===== src/design/mps_regs.vh =====
// motor phasing search: mode codes, avalon offsets, field positions, timing
// assumes a single 50 MHz clock and one servo tick input
`ifndef MPS_REGS_VH
`define MPS_REGS_VH
`define MPS_MODE_GUESS_CMD 2'h0
`define MPS_MODE_GUESS_PWR 2'h1
`define MPS_MODE_STEP_CMD 2'h2
`define MPS_MODE_STEP_PWR 2'h3
`define MPS_OFS_CTRL 4'h0
`define MPS_OFS_MAG 4'h1
`define MPS_OFS_DUR 4'h2
`define MPS_OFS_ANGLE 4'h3
`define MPS_OFS_STATUS 4'h4
`define MPS_OFS_PHASE 4'h5
`define MPS_OFS_RESP 4'h6
`define MPS_CTRL_MODE_LO 0
`define MPS_CTRL_ENA_BIT 2
`define MPS_CTRL_RESET_BIT 3
`define MPS_ST_BUSY_BIT 0
`define MPS_ST_ERR_BIT 1
`define MPS_ST_LOOP_BIT 2
`define MPS_ST_COMM_BIT 3
`define MPS_RST_MAG 16'h0FA0
`define MPS_RST_DUR 16'h0005
`define MPS_RST_ANGLE 8'h55
`define MPS_STEP_UNIT_SHIFT 8
`define MPS_SIXTEENTH_SHIFT 4
`define MPS_COUNTS_PER_CYCLE 32'h00000400
`endif


===== src/design/mps_motor_phasing_search.v =====
// motor phasing search: top with avalon slave, search sequencer and outputs
// assumes servo_tick is synchronous; fault pins and encoder are asynchronous
//
// Function
// - positive command must make encoder count up
// - two-guess: probe twice, compute phase, close loop
// - mode 0 on command; mode 1 also at power-on
// - two-guess magnitude is torque command
// - two-guess duration in servo cycles
// - mode 2 on command; mode 3 also at power-on
// - stepper magnitude is forced phase current
// - stepper settle time is duration times 256
// - force 60 degree point, then zero point
// - enough movement: zero phase, clear error, close
// - too little movement: set error, kill loop
// - in stepper modes, outside power-on, fault or limit fails search
// - at power-on, fault and limit are ignored
// - phase offset signs select locked position
// - search needed at every power-up
// - angle setting in 1/256 of a cycle
// - search only when commutation is enabled
`default_nettype none
`include "mps_regs.vh"
module mps_motor_phasing_search (
  input wire clk,
  input wire sys_rst,
  input wire [3:0] avs_address,
  input wire avs_read,
  input wire avs_write,
  input wire [31:0] avs_writedata,
  output reg [31:0] avs_readdata,
  output reg avs_waitrequest,
  input wire servo_tick,
  input wire [31:0] enc_position,
  input wire amp_fault,
  input wire limit_hit,
  input wire [15:0] servo_cmd,
  output reg [15:0] phase_a_out_r,
  output reg [15:0] phase_b_out_r,
  output reg [7:0] comm_angle_r,
  output reg loop_closed_r,
  output reg commutating_r
);
  localparam ST_IDLE = 3'h0;
  localparam ST_G1 = 3'h1;
  localparam ST_G2 = 3'h2;
  localparam ST_GCALC = 3'h3;
  localparam ST_S1 = 3'h4;
  localparam ST_S2 = 3'h5;
  localparam ST_SCHK = 3'h6;

  reg [1:0] phasing_mode_select_r;
  reg commutation_enable_r;
  reg [15:0] search_magnitude_r;
  reg [15:0] search_duration_r;
  reg [7:0] phase_angle_setting_r;
  reg phase_err_r;
  reg [31:0] phase_pos_r;
  reg [31:0] resp1_r;
  reg [31:0] resp2_r;
  reg [2:0] state_r;
  reg power_on_r;
  reg boot_pending_r;
  reg reset_cmd_r;
  reg [31:0] start_pos_r;
  reg [31:0] enc_s1_r;
  reg [31:0] enc_s2_r;
  reg [31:0] enc_sb_r;
  reg [31:0] enc_sc_r;
  reg aborted_r;
  reg fault_s1_r;
  reg fault_s2_r;
  reg lim_s1_r;
  reg lim_s2_r;

  // two-stage synchronisers for fault and limit pins; encoder passes three stages and a stable-word check
  always @(posedge clk) begin
    if (sys_rst) begin
      enc_s1_r <= 32'h00000000;
      enc_s2_r <= 32'h00000000;
      enc_sb_r <= 32'h00000000;
      enc_sc_r <= 32'h00000000;
      fault_s1_r <= 1'b0;
      fault_s2_r <= 1'b0;
      lim_s1_r <= 1'b0;
      lim_s2_r <= 1'b0;
    end else begin
      enc_s1_r <= enc_position;
      enc_sb_r <= enc_s1_r;
      enc_sc_r <= enc_sb_r;
      // a count word caught mid-change differs from its neighbour: skip it
      if (enc_sb_r == enc_sc_r) begin
        enc_s2_r <= enc_sb_r;
      end
      fault_s1_r <= amp_fault;
      fault_s2_r <= fault_s1_r;
      lim_s1_r <= limit_hit;
      lim_s2_r <= lim_s1_r;
    end
  end

  wire bus_req;
  wire bus_wr;
  assign bus_req = (avs_read || avs_write) && avs_waitrequest;
  assign bus_wr = avs_write && avs_waitrequest;
  wire stepper;
  assign stepper = phasing_mode_select_r[1];

  // forced phase offsets for the current step
  wire [15:0] drv_a;
  wire [15:0] drv_b;
  mps_phase_drive u_drive (
    .mag(search_magnitude_r),
    .angle(phase_angle_setting_r),
    .zero_point(state_r == ST_S2),
    .phase_a(drv_a),
    .phase_b(drv_b)
  );

  reg tmr_load;
  reg [23:0] tmr_val;
  wire tmr_done;
  mps_tick_timer u_timer (
    .clk(clk),
    .sys_rst(sys_rst),
    .load(tmr_load),
    .load_val(tmr_val),
    .tick(servo_tick),
    .done(tmr_done)
  );

  // step times: servo cycles or units of 256 servo cycles
  wire [23:0] dur_guess;
  wire [23:0] dur_step;
  assign dur_guess = {8'h00, search_duration_r};
  assign dur_step = {search_duration_r, 8'h00};

  wire [31:0] moved;
  assign moved = (enc_s2_r >= start_pos_r) ? enc_s2_r - start_pos_r :
                 start_pos_r - enc_s2_r;
  wire enough_move;
  assign enough_move = moved >=
    (`MPS_COUNTS_PER_CYCLE >> `MPS_SIXTEENTH_SHIFT);
  wire abort_fault;
  assign abort_fault = stepper && !power_on_r &&
    (fault_s2_r || lim_s2_r);

  // signed responses of the two guesses pick the quadrant
  wire [7:0] guess_angle;
  wire r1_neg;
  wire r2_neg;
  assign r1_neg = resp1_r[31];
  assign r2_neg = resp2_r[31];
  assign guess_angle = {r1_neg, r1_neg ^ r2_neg, 6'h20};

  wire start_req;
  assign start_req = (reset_cmd_r ||
    (boot_pending_r && phasing_mode_select_r[0])) &&
    commutation_enable_r;

  always @* begin
    tmr_load = 1'b0;
    tmr_val = dur_guess;
    if (state_r == ST_IDLE && start_req) begin
      tmr_load = 1'b1;
      tmr_val = stepper ? dur_step : dur_guess;
    end else if ((state_r == ST_G1 || state_r == ST_S1) && tmr_done) begin
      tmr_load = 1'b1;
      tmr_val = stepper ? dur_step : dur_guess;
    end
  end

  always @(posedge clk) begin
    if (sys_rst) begin
      state_r <= ST_IDLE;
      power_on_r <= 1'b1;
      boot_pending_r <= 1'b1;
      phase_err_r <= 1'b0;
      phase_pos_r <= 32'h00000000;
      resp1_r <= 32'h00000000;
      resp2_r <= 32'h00000000;
      start_pos_r <= 32'h00000000;
      aborted_r <= 1'b0;
      phase_a_out_r <= 16'h0000;
      phase_b_out_r <= 16'h0000;
      comm_angle_r <= 8'h00;
      loop_closed_r <= 1'b0;
      commutating_r <= 1'b0;
    end else begin
      if (state_r != ST_IDLE) begin
        boot_pending_r <= 1'b0;
      end
      case (state_r)
        ST_IDLE: begin
          if (start_req) begin
            start_pos_r <= enc_s2_r;
            loop_closed_r <= 1'b0;
            aborted_r <= 1'b0;
            // only the automatic start after reset runs as power-on
            power_on_r <= boot_pending_r && phasing_mode_select_r[0];
            commutating_r <= 1'b0;
            if (stepper) begin
              phase_a_out_r <= drv_a;
              phase_b_out_r <= drv_b;
              state_r <= ST_S1;
            end else begin
              // first guess at 0, torque on quadrature output
              phase_a_out_r <= 16'h0000;
              phase_b_out_r <= search_magnitude_r;
              state_r <= ST_G1;
            end
          end else begin
            if (!boot_pending_r) begin
              power_on_r <= 1'b0;
            end
            if (commutating_r) begin
              // commutated command follows the servo output
              phase_a_out_r <= servo_cmd;
              phase_b_out_r <= 16'h0000;
              comm_angle_r <= enc_s2_r[7:0] - phase_pos_r[7:0];
            end
          end
        end
        ST_G1: begin
          if (tmr_done) begin
            resp1_r <= enc_s2_r - start_pos_r;
            start_pos_r <= enc_s2_r;
            phase_a_out_r <= search_magnitude_r;
            phase_b_out_r <= 16'h0000;
            state_r <= ST_G2;
          end
        end
        ST_G2: begin
          if (tmr_done) begin
            resp2_r <= enc_s2_r - start_pos_r;
            state_r <= ST_GCALC;
          end
        end
        ST_GCALC: begin
          phase_pos_r <= {24'h000000, guess_angle - enc_s2_r[7:0]};
          phase_a_out_r <= 16'h0000;
          phase_b_out_r <= 16'h0000;
          phase_err_r <= 1'b0;
          commutating_r <= 1'b1;
          loop_closed_r <= 1'b1;
          state_r <= ST_IDLE;
        end
        ST_S1: begin
          if (abort_fault) begin
            aborted_r <= 1'b1;
            state_r <= ST_SCHK;
          end else if (tmr_done) begin
            start_pos_r <= enc_s2_r;
            state_r <= ST_S2;
          end else begin
            phase_a_out_r <= drv_a;
            phase_b_out_r <= drv_b;
          end
        end
        ST_S2: begin
          phase_a_out_r <= drv_a;
          phase_b_out_r <= drv_b;
          if (abort_fault) begin
            aborted_r <= 1'b1;
          end
          if (abort_fault || tmr_done) begin
            state_r <= ST_SCHK;
          end
        end
        ST_SCHK: begin
          phase_a_out_r <= 16'h0000;
          phase_b_out_r <= 16'h0000;
          // a fault seen in either step fails the search even if it cleared
          if (enough_move && !abort_fault && !aborted_r) begin
            phase_pos_r <= 32'h00000000;
            phase_err_r <= 1'b0;
            commutating_r <= 1'b1;
            loop_closed_r <= 1'b1;
          end else begin
            phase_err_r <= 1'b1;
            commutating_r <= 1'b0;
            loop_closed_r <= 1'b0;
          end
          state_r <= ST_IDLE;
        end
        default: begin
          state_r <= ST_IDLE;
        end
      endcase
    end
  end

  // avalon slave: one wait cycle, answer on the second edge
  always @(posedge clk) begin
    if (sys_rst) begin
      avs_waitrequest <= 1'b1;
      avs_readdata <= 32'h00000000;
      phasing_mode_select_r <= `MPS_MODE_GUESS_CMD;
      commutation_enable_r <= 1'b0;
      search_magnitude_r <= `MPS_RST_MAG;
      search_duration_r <= `MPS_RST_DUR;
      phase_angle_setting_r <= `MPS_RST_ANGLE;
      reset_cmd_r <= 1'b0;
    end else begin
      if (state_r != ST_IDLE) begin
        reset_cmd_r <= 1'b0;
      end
      avs_waitrequest <= !((avs_read || avs_write) && avs_waitrequest);
      if (bus_wr) begin
        case (avs_address)
          `MPS_OFS_CTRL: begin
            phasing_mode_select_r <= avs_writedata[1:0];
            commutation_enable_r <= avs_writedata[`MPS_CTRL_ENA_BIT];
            if (avs_writedata[`MPS_CTRL_RESET_BIT]) begin
              reset_cmd_r <= 1'b1;
            end
          end
          `MPS_OFS_MAG: search_magnitude_r <= avs_writedata[15:0];
          `MPS_OFS_DUR: search_duration_r <= avs_writedata[15:0];
          `MPS_OFS_ANGLE: phase_angle_setting_r <= avs_writedata[7:0];
          default: begin
          end
        endcase
      end
      if (bus_req) begin
        case (avs_address)
          `MPS_OFS_CTRL: avs_readdata <= {28'h0000000,
            reset_cmd_r, commutation_enable_r, phasing_mode_select_r};
          `MPS_OFS_MAG: avs_readdata <= {16'h0000, search_magnitude_r};
          `MPS_OFS_DUR: avs_readdata <= {16'h0000, search_duration_r};
          `MPS_OFS_ANGLE: avs_readdata <= {24'h000000,
            phase_angle_setting_r};
          `MPS_OFS_STATUS: avs_readdata <= {28'h0000000, commutating_r,
            loop_closed_r, phase_err_r, state_r != ST_IDLE};
          `MPS_OFS_PHASE: avs_readdata <= phase_pos_r;
          `MPS_OFS_RESP: avs_readdata <= resp1_r;
          default: avs_readdata <= 32'h00000000;
        endcase
      end
    end
  end
endmodule // mps_motor_phasing_search
`default_nettype wire


===== src/design/mps_phase_drive.v =====
// motor phasing search: picks signed phase a/b offsets for a forced position
// assumes magnitude and angle settings are stable while in use
`default_nettype none
module mps_phase_drive (
  input wire [15:0] mag,
  input wire [7:0] angle,
  input wire zero_point,
  output reg [15:0] phase_a,
  output reg [15:0] phase_b
);
  wire [15:0] neg_mag;
  assign neg_mag = 16'h0000 - mag;
  always @* begin
    // angle below 128: a=-m,b=+m is +60 deg; a=0,b=+m is 0 deg
    if (angle < 8'h80) begin
      phase_a = zero_point ? 16'h0000 : neg_mag;
      phase_b = mag;
    end else begin
      // reversed phasing shifts every position by 180 deg
      phase_a = zero_point ? 16'h0000 : mag;
      phase_b = neg_mag;
    end
  end
endmodule // mps_phase_drive
`default_nettype wire


===== src/design/mps_tick_timer.v =====
// motor phasing search: down-counter decremented once per servo cycle
// assumes tick is a one-cycle pulse from the servo scheduler
`default_nettype none
module mps_tick_timer (
  input wire clk,
  input wire sys_rst,
  input wire load,
  input wire [23:0] load_val,
  input wire tick,
  output wire done
);
  reg [23:0] cnt_r;
  always @(posedge clk) begin
    if (sys_rst) begin
      cnt_r <= 24'h000000;
    end else if (load) begin
      cnt_r <= load_val;
    end else if (tick && cnt_r != 24'h000000) begin
      cnt_r <= cnt_r - 24'h000001;
    end
  end
  // not gated by load: the caller decides its load from done
  assign done = (cnt_r == 24'h000000);
endmodule // mps_tick_timer
`default_nettype wire

===== config.mk =====
export PLATFORM = sky130hd
export DESIGN_NAME = mps_motor_phasing_search
export DESIGN_NICKNAME = d
export VERILOG_FILES = /design/src/design/mps_motor_phasing_search.v /design/src/design/mps_phase_drive.v /design/src/design/mps_tick_timer.v
export VERILOG_INCLUDE_DIRS = /design/src /design/src/design
export SDC_FILE = /design/constraint.sdc
export NUM_CORES = 1
export LEC_CHECK = 0
export BUFFER_PORTS_ARGS = -buffer_cell sky130_fd_sc_hd__buf_2
export CAP_MARGIN = 20
export CELL_PAD_IN_SITES_DETAIL_PLACEMENT = 0
export CELL_PAD_IN_SITES_GLOBAL_PLACEMENT = 1
export CORE_UTILIZATION = 45
export CTS_CLUSTER_DIAMETER = 30
export CTS_CLUSTER_SIZE = 30
export DETAILED_ROUTE_END_ITERATION = 12
export HOLD_SLACK_MARGIN = 0.06
export PLACE_DENSITY_LB_ADDON = 0.15
export REMOVE_ABC_BUFFERS = 1
export SYNTH_ARGS = -nofsm -noshare
export SYNTH_HDL_FRONTEND = slang
export SYNTH_SLANG_ARGS = --single-unit

===== constraint.sdc =====
create_clock -name clk -period 3.4 [get_ports clk]
set_input_delay 0.51 -clock clk [delete_from_list [all_inputs] [get_ports clk]]
set_output_delay 0.51 -clock clk [all_outputs]
set_load 0.02 [all_outputs]

-- Word level (Yosys, flattened, before mapping)
Index checks and enable logic that the tools add are counted.
W data, S select, Z words.
- add/subtract/negate cells: 6
- order comparisons: 3
- equality and inequality tests: 24
- mux-type cells: 54
- bitwise operators: 2
- reduce and logical (&&, ||, !) cells: 47
- operators with widths (operator ; count):
    $mux W16 ; 16
    $pmux W32 S7 ; 1
    $mux W32 ; 5
    $pmux W16 S5 ; 2
    $mux W24 ; 5
    $pmux W32 S3 ; 1
    $pmux W32 S2 ; 1
    $sub A32 B32 Y32 ; 2
    $eq A32 B32 Y1 ; 1
    $ge A32 B32 Y1 ; 1
    $ge A32 B7 Y1 const B ; 1
    $logic_not A24 Y1 ; 1
    $reduce_bool A24 Y1 ; 1
    $sub A24 B1 Y24 const B ; 1
    $mux W3 ; 7
    $reduce_and A2 Y1 ; 9
    $sub A1 B16 Y16 const A ; 1
    $sub A8 B8 Y8 ; 2
    $pmux W3 S5 ; 1
    $ne A2 B2 Y1 const B ; 7
    $eq A4 B3 Y1 const B ; 3
    $mux W1 ; 12
    $logic_and A1 B1 Y1 ; 11
    $reduce_and A5 Y1 ; 2
    other kinds (21) ; 42
- register bits: 409
- input bits: 91
- output and inout bits: 75
- word-level logic and storage cells: 166

-- Depth between registers and ports, before layout
Gate-level depths: netlist of the first run.
- word-level depth: 8
- depth in mapped cells: 15
- mapped depth without buffers: 13

-- Cells and area by module
Synthesis of the first run repeated with hierarchy kept, for this count alone.
- cell total of the unflattened synthesis: 2274
- area total of the unflattened synthesis: 18763.0 um2
- modules (own cells, without submodules) (module ; times used ; cells an instance ; area each (um2) ; seq. area each (um2)):
    mps_motor_phasing_search ; 1 ; 1990 ; 16560.9 ; 6606.3
    mps_tick_timer ; 1 ; 176 ; 1506.4 ; 480.5
    mps_phase_drive ; 1 ; 108 ; 695.7 ; 0.0

-- Worst setup path after synthesis of the first run
Ideal clock, no wire load.
- path kind: reg-to-reg
- from: register enc_s2_r[0]
- to: register commutating_r
- setup time: 115 ps
- arrival: 3040 ps
- required time: 3285 ps
- path slack: 245 ps
- cell stages (with the launch flop): 14
- period minus slack after synthesis: 3155 ps
- cells stage by stage: dfxtp_1 > inv_1 > ha_1 > fa_1 > nand2b_1 > a211oi_2 > o21ai_1 > a21oi_1 > xor2_1 > a2111oi_1 > nand4_1 > o41ai_2 > a21oi_4 > o21a_1
- cells in the longest elaborated chain, start to end: 7
- elaborated cells between the ends (all ways): 9
- ends and longest elaborated chain (element ; line ; source):
    from (decl) ; mps_motor_phasing_search.v:67 ; reg [31:0] enc_s2_r;
    from (signal assigned) ; mps_motor_phasing_search.v:93 ; enc_s2_r <= enc_sb_r;
    $sub A32 B32 Y32 (tied with other cells) ; mps_motor_phasing_search.v:140 ; start_pos_r - enc_s2_r;
    $mux W32 (*) ; mps_motor_phasing_search.v:139 ; assign moved = (enc_s2_r >= start_pos_r) ? enc_s2_r - start_pos_r :
    $ge A32 B7 Y1 (*) ; mps_motor_phasing_search.v:142 ; assign enough_move = moved >=
    $logic_and A1 B1 Y1 (*) (2 in a row) ; mps_motor_phasing_search.v:274 ; if (enough_move && !abort_fault && !aborted_r) begin
    $mux W1 (*) ; mps_motor_phasing_search.v:274 ;
    $pmux W1 S3 (*) ; mps_motor_phasing_search.v:193 ; case (state_r)
    to (signal assigned) ; mps_motor_phasing_search.v:201 ; commutating_r <= 1'b0;
    to (signal assigned) ; mps_motor_phasing_search.v:277 ; commutating_r <= 1'b1;
    to (signal assigned) ; mps_motor_phasing_search.v:281 ; commutating_r <= 1'b0;
    to (decl) ; mps_motor_phasing_search.v:42 ; output reg commutating_r
Mark *: on every way between the ends. The rest lies on a longest branch, timed or not.
A chain may end at the register's enable or synchronous reset.

-- Final worst setup path of the first run
- from: register enc_s2_r[18]
- to: register phase_pos_r[4]
- cells in the longest elaborated chain, start to end: 7
- elaborated cells between the ends (all ways): 9
- ends and longest elaborated chain (element ; line ; source):
    $sub A32 B32 Y32 (tied with other cells) ; mps_motor_phasing_search.v:140 ;
    $mux W32 (*) ; mps_motor_phasing_search.v:139 ;
    $ge A32 B7 Y1 (*) ; mps_motor_phasing_search.v:142 ;
    $logic_and A1 B1 Y1 (*) (2 in a row) ; mps_motor_phasing_search.v:274 ;
    $ne A2 B2 Y1 (no source line) (*) ; -- ;
    $reduce_and A2 Y1 (no source line) (*) ; -- ;
    to (signal assigned) ; mps_motor_phasing_search.v:240 ; phase_pos_r <= {24'h000000, guess_angle - enc_s2_r[7:0]};
    to (decl) ; mps_motor_phasing_search.v:58 ; reg [31:0] phase_pos_r;
Marked as above.

==> results of run 1 <==
## repair_timing
action | 4_1_cts | 5_1_grt
gates cloned | 0 | 0
setup buffers | 2 | 3
gates resized for setup | 21 | 75
setup endpoints to repair | 10 | 10
pin swaps | 10 | 14
## power breakdown
group          total [uW]  internal (uW)  switching, uW
logic                1820            731           1090
clock network        7730           5190           2530
registers            4590           4390            198
total               14100          10300           3820
## cell families (layout without fill, tap and decap cells)
logic type / after synthesis / after routing
buffers and inverters: 248 / 595
XOR/XNOR: 89 / 89
adder cells (fa/ha/maj): 78 / 78
flip-flops: 354 / 354
AO/OA/AOI/OAI: 613 / 613
AND/OR/NAND/NOR: 865 / 865
multiplexers: 93 / 93
## worst register-to-register path: cells and delay by family (launching register included)
family                     cells  cell delay (ns)
AOI/OAI and AO/OA              8             1.64
and+or+nand+nor                2             0.67
DFF                            1             0.39
adders and majority gates      1             0.34
buffers and inverters          1             0.15
## placed cells by master (no fill, tap or decap), types with 9 or more instances in the layout
cell	netlist	routed
clkbuf_16	0	79
o21a_1	13	13
dfxtp_1	354	349
nand4_1	30	30
a21oi_2	10	18
buf_2	21	148
a221oi_1	16	16
clkinvlp_4	0	10
nor2_1	278	275
clkbuf_1	104	9
ha_1	75	54
nand2b_1	11	9
inv_1	95	94
o221ai_1	12	11
a31oi_1	16	16
xnor2_1	63	62
inv_6	0	9
nand2_1	225	223
a211oi_1	43	42
nor2b_1	110	110
nor4_1	14	12
clkbuf_8	0	16
and3_1	21	21
o211ai_1	15	15
xor2_1	26	26
and2_1	11	11
nor3_1	50	49
nand3_1	54	53
buf_4	10	199
o21ai_2	4	10
or3_1	9	9
mux2i_1	89	89
o21bai_1	10	9
o21ai_1	10	15
a22oi_1	40	39
ha_2	0	13
a21oi_1	231	221
a21o_1	21	20
o21ai_0	92	81
clkinv_2	0	10
## layout make-up
cell class | count | area (sq um)
Multi-Input combinational cell | 1738 | 11200
Clock buffer | 104 | 2230
Clock inverter | 42 | 549
Fill cell | 3728 | 16700
Timing Repair Buffer | 354 | 2360
Sequential cell | 354 | 7090
Tap cell | 532 | 666
Inverter | 95 | 357
## sequential cells by signal, summed over array words and instances (netlist names), 2 cells and up
register / flops
avs_readdata: 32
u_timer.cnt_r: 24
phase_a_out_r: 16
enc_sc_r: 32
resp1_r: 32
search_magnitude_r: 16
phasing_mode_select_r: 2
search_duration_r: 16
start_pos_r: 32
enc_s1_r: 32
phase_b_out_r: 16
state_r: 3
enc_sb_r: 32
comm_angle_r: 8
enc_s2_r: 32
phase_pos_r: 8
phase_angle_setting_r: 8
## per-stage QoR
step,hold slack (ns),total power (uW),cell area [sq um],setup TNS [ns]
final,0.109,14100,24500,0
after global routing,0.0861,14700,24500,-0.235
after CTS,0.0764,14300,24200,-0.0125
after detailed placement,0.420,6450,21300,-0.975
after global placement,0.416,6420,21300,-0.399
after floorplan,0.414,5830,18300,-4.70
## layer usage
metal / vias up / wire length, um / global-route usage [%] / part of all wire [%]
met3: 133 / 3080 / 4.69 / 5.1
met1: 8347 / 25800 / 34.1 / 43
met5: - / 0 / 0 / 0
met2: 540 / 28200 / 46.4 / 47
met4: 0 / 2850 / 13.6 / 4.8
li1: 8802 / - / - / -
## cell usage after synthesis (6+ instances only)
master      n  area [sq um]
o21ai_1    10          50.1
nand3_1    54           270
o22ai_1     9          56.3
dfxtp_1   354          7090
xor2_1     26           228
nor2b_1   110           688
and2_1     11          68.8
a21o_1     21           158
o21a_1     13          97.6
clkbuf_1  104           390
inv_1      95           357
a311oi_1    8          70.1
a31oi_1    16           100
a21boi_0    6          45.0
nor3_1     50           250
a21oi_2    10          87.6
o221ai_1   12           105
o21ai_0    92           460
ha_1       75           938
a211oi_1   43           323
and3_1     21           131
a21oi_1   231          1160
nand4_1    30           188
nor2_1    278          1040
buf_6       7          78.8
buf_4      10          75.1
buf_2      21           105
o21bai_1   10          75.1
xnor2_1    63           552
buf_1      11          41.3
and4_1      8          70.1
o211ai_1   15           113
mux2i_1    89           891
o31ai_1    13          97.6
a221oi_1   16           140
nand2b_1   11          68.8
a22oi_1    40           300
or3_1       9          56.3
nand2_1   225           845
nor4_1     14          87.6
## final timing paths
check,start,end,slack [ns],cells past startpoint
worst max-delay path,enc_s2_r[18],phase_pos_r[4],0.11,12
worst min-delay path,enc_position[16],enc_s1_r[16],0.11,2
worst min register to register,fault_s1_r,fault_s2_r,0.43,1
worst max register to register,enc_s2_r[18],phase_pos_r[4],0.11,12
==> results_dict.tcl, run 1 <==
set metrics [dict create \
    grt_pass1_wl_um 94500 \
    gr-total-overflow 0 \
    vias_per_cell 5.54 \
    critPathCaptureType "register" \
    drt_iter0_drc 1597 \
    track_usage_pct 27.6 \
    critPathTopFamily "compound AO/OA/AOI/OAI gates" \
    critPathBufInv 1 \
    stdcell_count 3219 \
    dieArea_sq_mm 0.0430 \
    yosysSeqAreaShare_pct 37.4 \
    vias 17822 \
    fin_nets 2791 \
    ant_nets 0 \
    relSlewSlack_pct 35.8 \
    synth.avg_cell_area_sq_um 8.10 \
    drive_gt1_share_pct 22.9 \
    drc 0 \
    synthMuxAreaShare_pct 4.99 \
    firstDrtPassIters 6 \
    crit_type "reg2reg" \
    cp.arrival_ns 3.81 \
    ctsHoldBuffers 0 \
    grt_max_degree 180 \
    start_kind "register" \
    clk-insertion-delay-late_ns 0.62 \
    cts_inserted_buffers 79 \
    synthCells 2340 \
    cts.sinks 354 \
    die_h_um 207 \
    path_clk_slew_ns 0.05 \
    max_freq_mhz 304 \
    cts_buffer_depth 3 \
    core_region_area_sq_mm 0.0412 \
    period_share_pct 96.9 \
    hold_viol 0 \
    ys_ff_latch 354 \
    cts_htree_levels 3 \
    leakage_uw 0.0102 \
    die_x_um 207 \
    yosys.cell_types.count 93 \
    synth_top_family_by_area "simple AND/OR/NAND/NOR gates" \
    dp_hpwl_um 44900 \
    finClkSkew_ns 0.0227 \
    timing.final.ws_setup_ns 0.107 \
    cp_max_fo 10 \
    run_status "finished clean" \
    vdd_drop_max_v 0.000615 \
    synth-simple-area-share_pct 22.0 \
    io_pins 166 \
    dp_cells 3069 \
    cts_root_buffer "clkbuf_16" \
    avgRoutedWirePerCell_um 18.6 \
    drv_slew 0 \
    utilization_pct 59.4 \
    synth_fa_ha_area_share_pct 5.26 \
    area_growth_pct 29.1 \
    io_buffers 149 \
    synth_xor_area_share_pct 4.11 \
    worst_pin_slew_ns 0.959 \
    grt_pass1_vias 17312 \
    gp_congestion 0.948 \
    cp_data_required_time_ns 3.91 \
    synth_top_flop_cell "dfxtp_1" \
    wirelength_um 59900 \
    p_per_area_mw_per_mm2 577 \
    fp-row-count 74 \
    synth_warnings 0 \
    start_util_pct 46.0 \
    synth_edf_count 0 \
    synth-compound-area-share_pct 20.8 \
    cpMaxStageDelayCell "dfxtp_1" \
    pre_cts_slack_ns -0.142 \
    num_antenna_cells 0 \
    final-setup-viol-count 0 \
    cap_violations 0 \
    cts_tree "done" \
    period_needed_ns 3.29 \
    antenna_found_initial 0 \
    hold_class "in2reg" \
    synth_area_sq_mm 0.0190 \
    async_flop_share_pct 0 \
    path_cells "ha_2 > a21oi_1 > o21ai_0 > a22o_1 > or3_1 > a31oi_1 > o22ai_1 > nor4b_1 > a31o_2 > a21oi_4 > buf_12 > o31ai_2" \
    max_stage_delay_ns 0.39 \
]
(Power assumes the default switching activity.)
==> run 2, diff against run 1 <==
--- a/config.mk
+++ b/config.mk
@@ -10,7 +10,8 @@
 export CAP_MARGIN = 20
 export CELL_PAD_IN_SITES_DETAIL_PLACEMENT = 0
 export CELL_PAD_IN_SITES_GLOBAL_PLACEMENT = 1
-export CORE_UTILIZATION = 45
+export CORE_UTILIZATION = 47
+export CTS_BUF_LIST = sky130_fd_sc_hd__clkbuf_4 sky130_fd_sc_hd__clkbuf_8
 export CTS_CLUSTER_DIAMETER = 30
 export CTS_CLUSTER_SIZE = 30
 export DETAILED_ROUTE_END_ITERATION = 12
==> run 2 against run 1 <==
  * Total power shrank 15%
  * Clock skew grew 0.018 ns
  * Wire length grew 0.49%
  * Critical path type unchanged
  * Critical endpoint is now phase_pos_r[6]
  * Largest power group unchanged
  * Highest routed layer unchanged
==> results_dict.tcl, run 2 (same netlist as run 1, synthesis figures left out) <==
set metrics [dict create \
    nFillCells 3564 \
    dp_hpwl_um 44700 \
    clk-insertion-delay-late_ns 0.68 \
    num_antenna_cells 0 \
    avgRoutedWirePerCell_um 18.6 \
    worst_pin_slew_ns 0.911 \
    vdd_drop_max_v 0.000408 \
    io_buffers 149 \
    wirelength_um 60200 \
    dpl-instance-area_sq_mm 0.0212 \
    max_freq_mhz 302 \
    cap_violations 0 \
    cp.arrival_ns 3.86 \
    utilization_pct 60.8 \
    drc 0 \
    cts_htree_levels 3 \
    start_kind "register" \
    track_usage_pct 28.8 \
    rr_worst_depth 14 \
    r2r-start "enc_s2_r[8]" \
    tns_ns 0 \
    die_h_um 203 \
    core_region_area_sq_mm 0.0397 \
    power_uw 12000 \
    fp-row-count 73 \
    start_util_pct 47.7 \
    worstReg2RegEnd "phase_pos_r[6]" \
    cts_inserted_buffers 76 \
    antenna_found_initial 0 \
    drv_slew 0 \
    firstDrtPassIters 5 \
    final-setup-viol-count 0 \
    vias 17997 \
    final_cell_mix "347 x dfxtp_1, 276 x nor2_1, 223 x nand2_1, 212 x a21oi_1, 193 x buf_4" \
    ant_nets 0 \
    leakage_uw 0.00996 \
    finClkSkew_ns 0.0404 \
    critPathCaptureType "register" \
    grt_pass1_vias 17165 \
    cts.sinks 354 \
    cp_max_fo 10 \
    crit_type "reg2reg" \
    die_x_um 203 \
    postLayoutCellArea_sq_mm 0.0242 \
    relSlewSlack_pct 39.0 \
    stdcell_count 3241 \
    fin_nets 2822 \
    cts_root_buffer "clkbuf_8" \
    p_per_area_mw_per_mm2 498 \
    rsz0062_at_grt "yes" \
    layout_commonest_cell "dfxtp_1" \
    gr-total-overflow 0 \
    grt_pass1_wl_um 93600 \
    critPathLaunch "enc_s2_r[8]" \
    cts_tree "done" \
    path_clk_slew_ns 0.06 \
    hold_viol 0 \
    ff2ff_setup_slack_ns 0.09 \
    vias_per_cell 5.55 \
    cts_buffer_depth 3 \
    gp_congestion 0.941 \
    run_status "finished clean" \
    cp_data_required_time_ns 3.95 \
    drt_iter0_drc 1386 \
    io_pins 166 \
    period_share_pct 97.2 \
    dieArea_sq_mm 0.0412 \
    period_needed_ns 3.31 \
    drive_gt1_share_pct 23.6 \
    cp-endpoint "phase_pos_r[6]" \
    hold_class "in2reg" \
    dp_cells 3054 \
    grt_max_degree 145 \
    area_growth_pct 27.5 \
]
## run 2: cell count changes in the layout (fill, tap and decap cells not counted), moves of 7 or more
cell and change:
clkbuf_1 -9, clkbuf_8 +67, a21oi_2 +8, a21oi_1 -9
dlygate4sd3_1 +40, clkinv_4 +7, clkbuf_16 -79
## run 2: worst max-delay path, cell delays in order, from the launching register on
cell       delay [ns]
dfxtp_1          0.40
inv_1            0.06
ha_1             0.25
a21oi_2          0.20
o21ai_2          0.09
or4_4            0.60
a211oi_4         0.27
a311oi_2         0.09
a2111oi_4        0.34
buf_4            0.16
nand4_1          0.14
o41ai_4          0.11
a21oi_4          0.10
buf_12           0.16
o31ai_1          0.21
## run 2: area by class of cell
type / instances / area (sq um) / area share [%]
multi-input cells: 1738 / 11400 / 47.3
clock inverters: 52 / 718 / 2.97
clock buffers: 89 / 1190 / 4.91
flip-flops and latches: 354 / 7100 / 29.4
repair buffers: 388 / 2720 / 11.2
inverters: 95 / 357 / 1.48
well taps: 525 / 657 / 2.72
## run 2: how the worst min path moves through the flow
stage          slack (ns)                endpoint  cells after the start               from
3_5_place_dp         0.42            enc_sb_r[21]                      1       enc_s1_r[21]
6_report             0.11  search_magnitude_r[12]                      3  avs_writedata[12]
5_1_grt              0.08    search_duration_r[4]                      3   avs_writedata[4]
2_1_floorplan        0.41             enc_sb_r[0]                      1        enc_s1_r[0]
4_1_cts              0.06  search_magnitude_r[15]                      3  avs_writedata[15]
3_3_place_gp         0.42            enc_sb_r[22]                      1       enc_s1_r[22]
## run 2: repair_timing
action / 4_1_cts / 5_1_grt
setup endpoints to repair: 10 / 10
hold endpoints to repair: 41 / 0
resized for setup: 30 / 104
buffers inserted: 1 / 5
pin swaps: 7 / 18
hold buffers: 40 / 0
## run 2: layer usage
metal	vias to the layer above	GRT usage, %	share of wire [%]
met5	-	0	0
met4	0	13.7	4.3
li1	8866	-	-
met1	8458	35.2	42
met2	550	49.4	49
met3	123	4.54	5.0
## run 2: metrics by stage
step	hold WS, ns	setup slack (ns)
2_1_floorplan	0.414	-0.147
3_3_place_gp	0.418	-0.0580
3_5_place_dp	0.423	-0.148
4_1_cts	0.0610	0.00282
5_1_grt	0.0821	-0.0220
6_report	0.106	0.0939
## run 2: power breakdown
part / switching (uW) / internal [uW] / total [uW] / leakage [uW]
clock: 2200 / 3440 / 5640 / 0.000938
sequential: 196 / 4380 / 4570 / 0.00288
combinational: 1090 / 746 / 1830 / 0.00614
total: 3490 / 8560 / 12000 / 0.00996
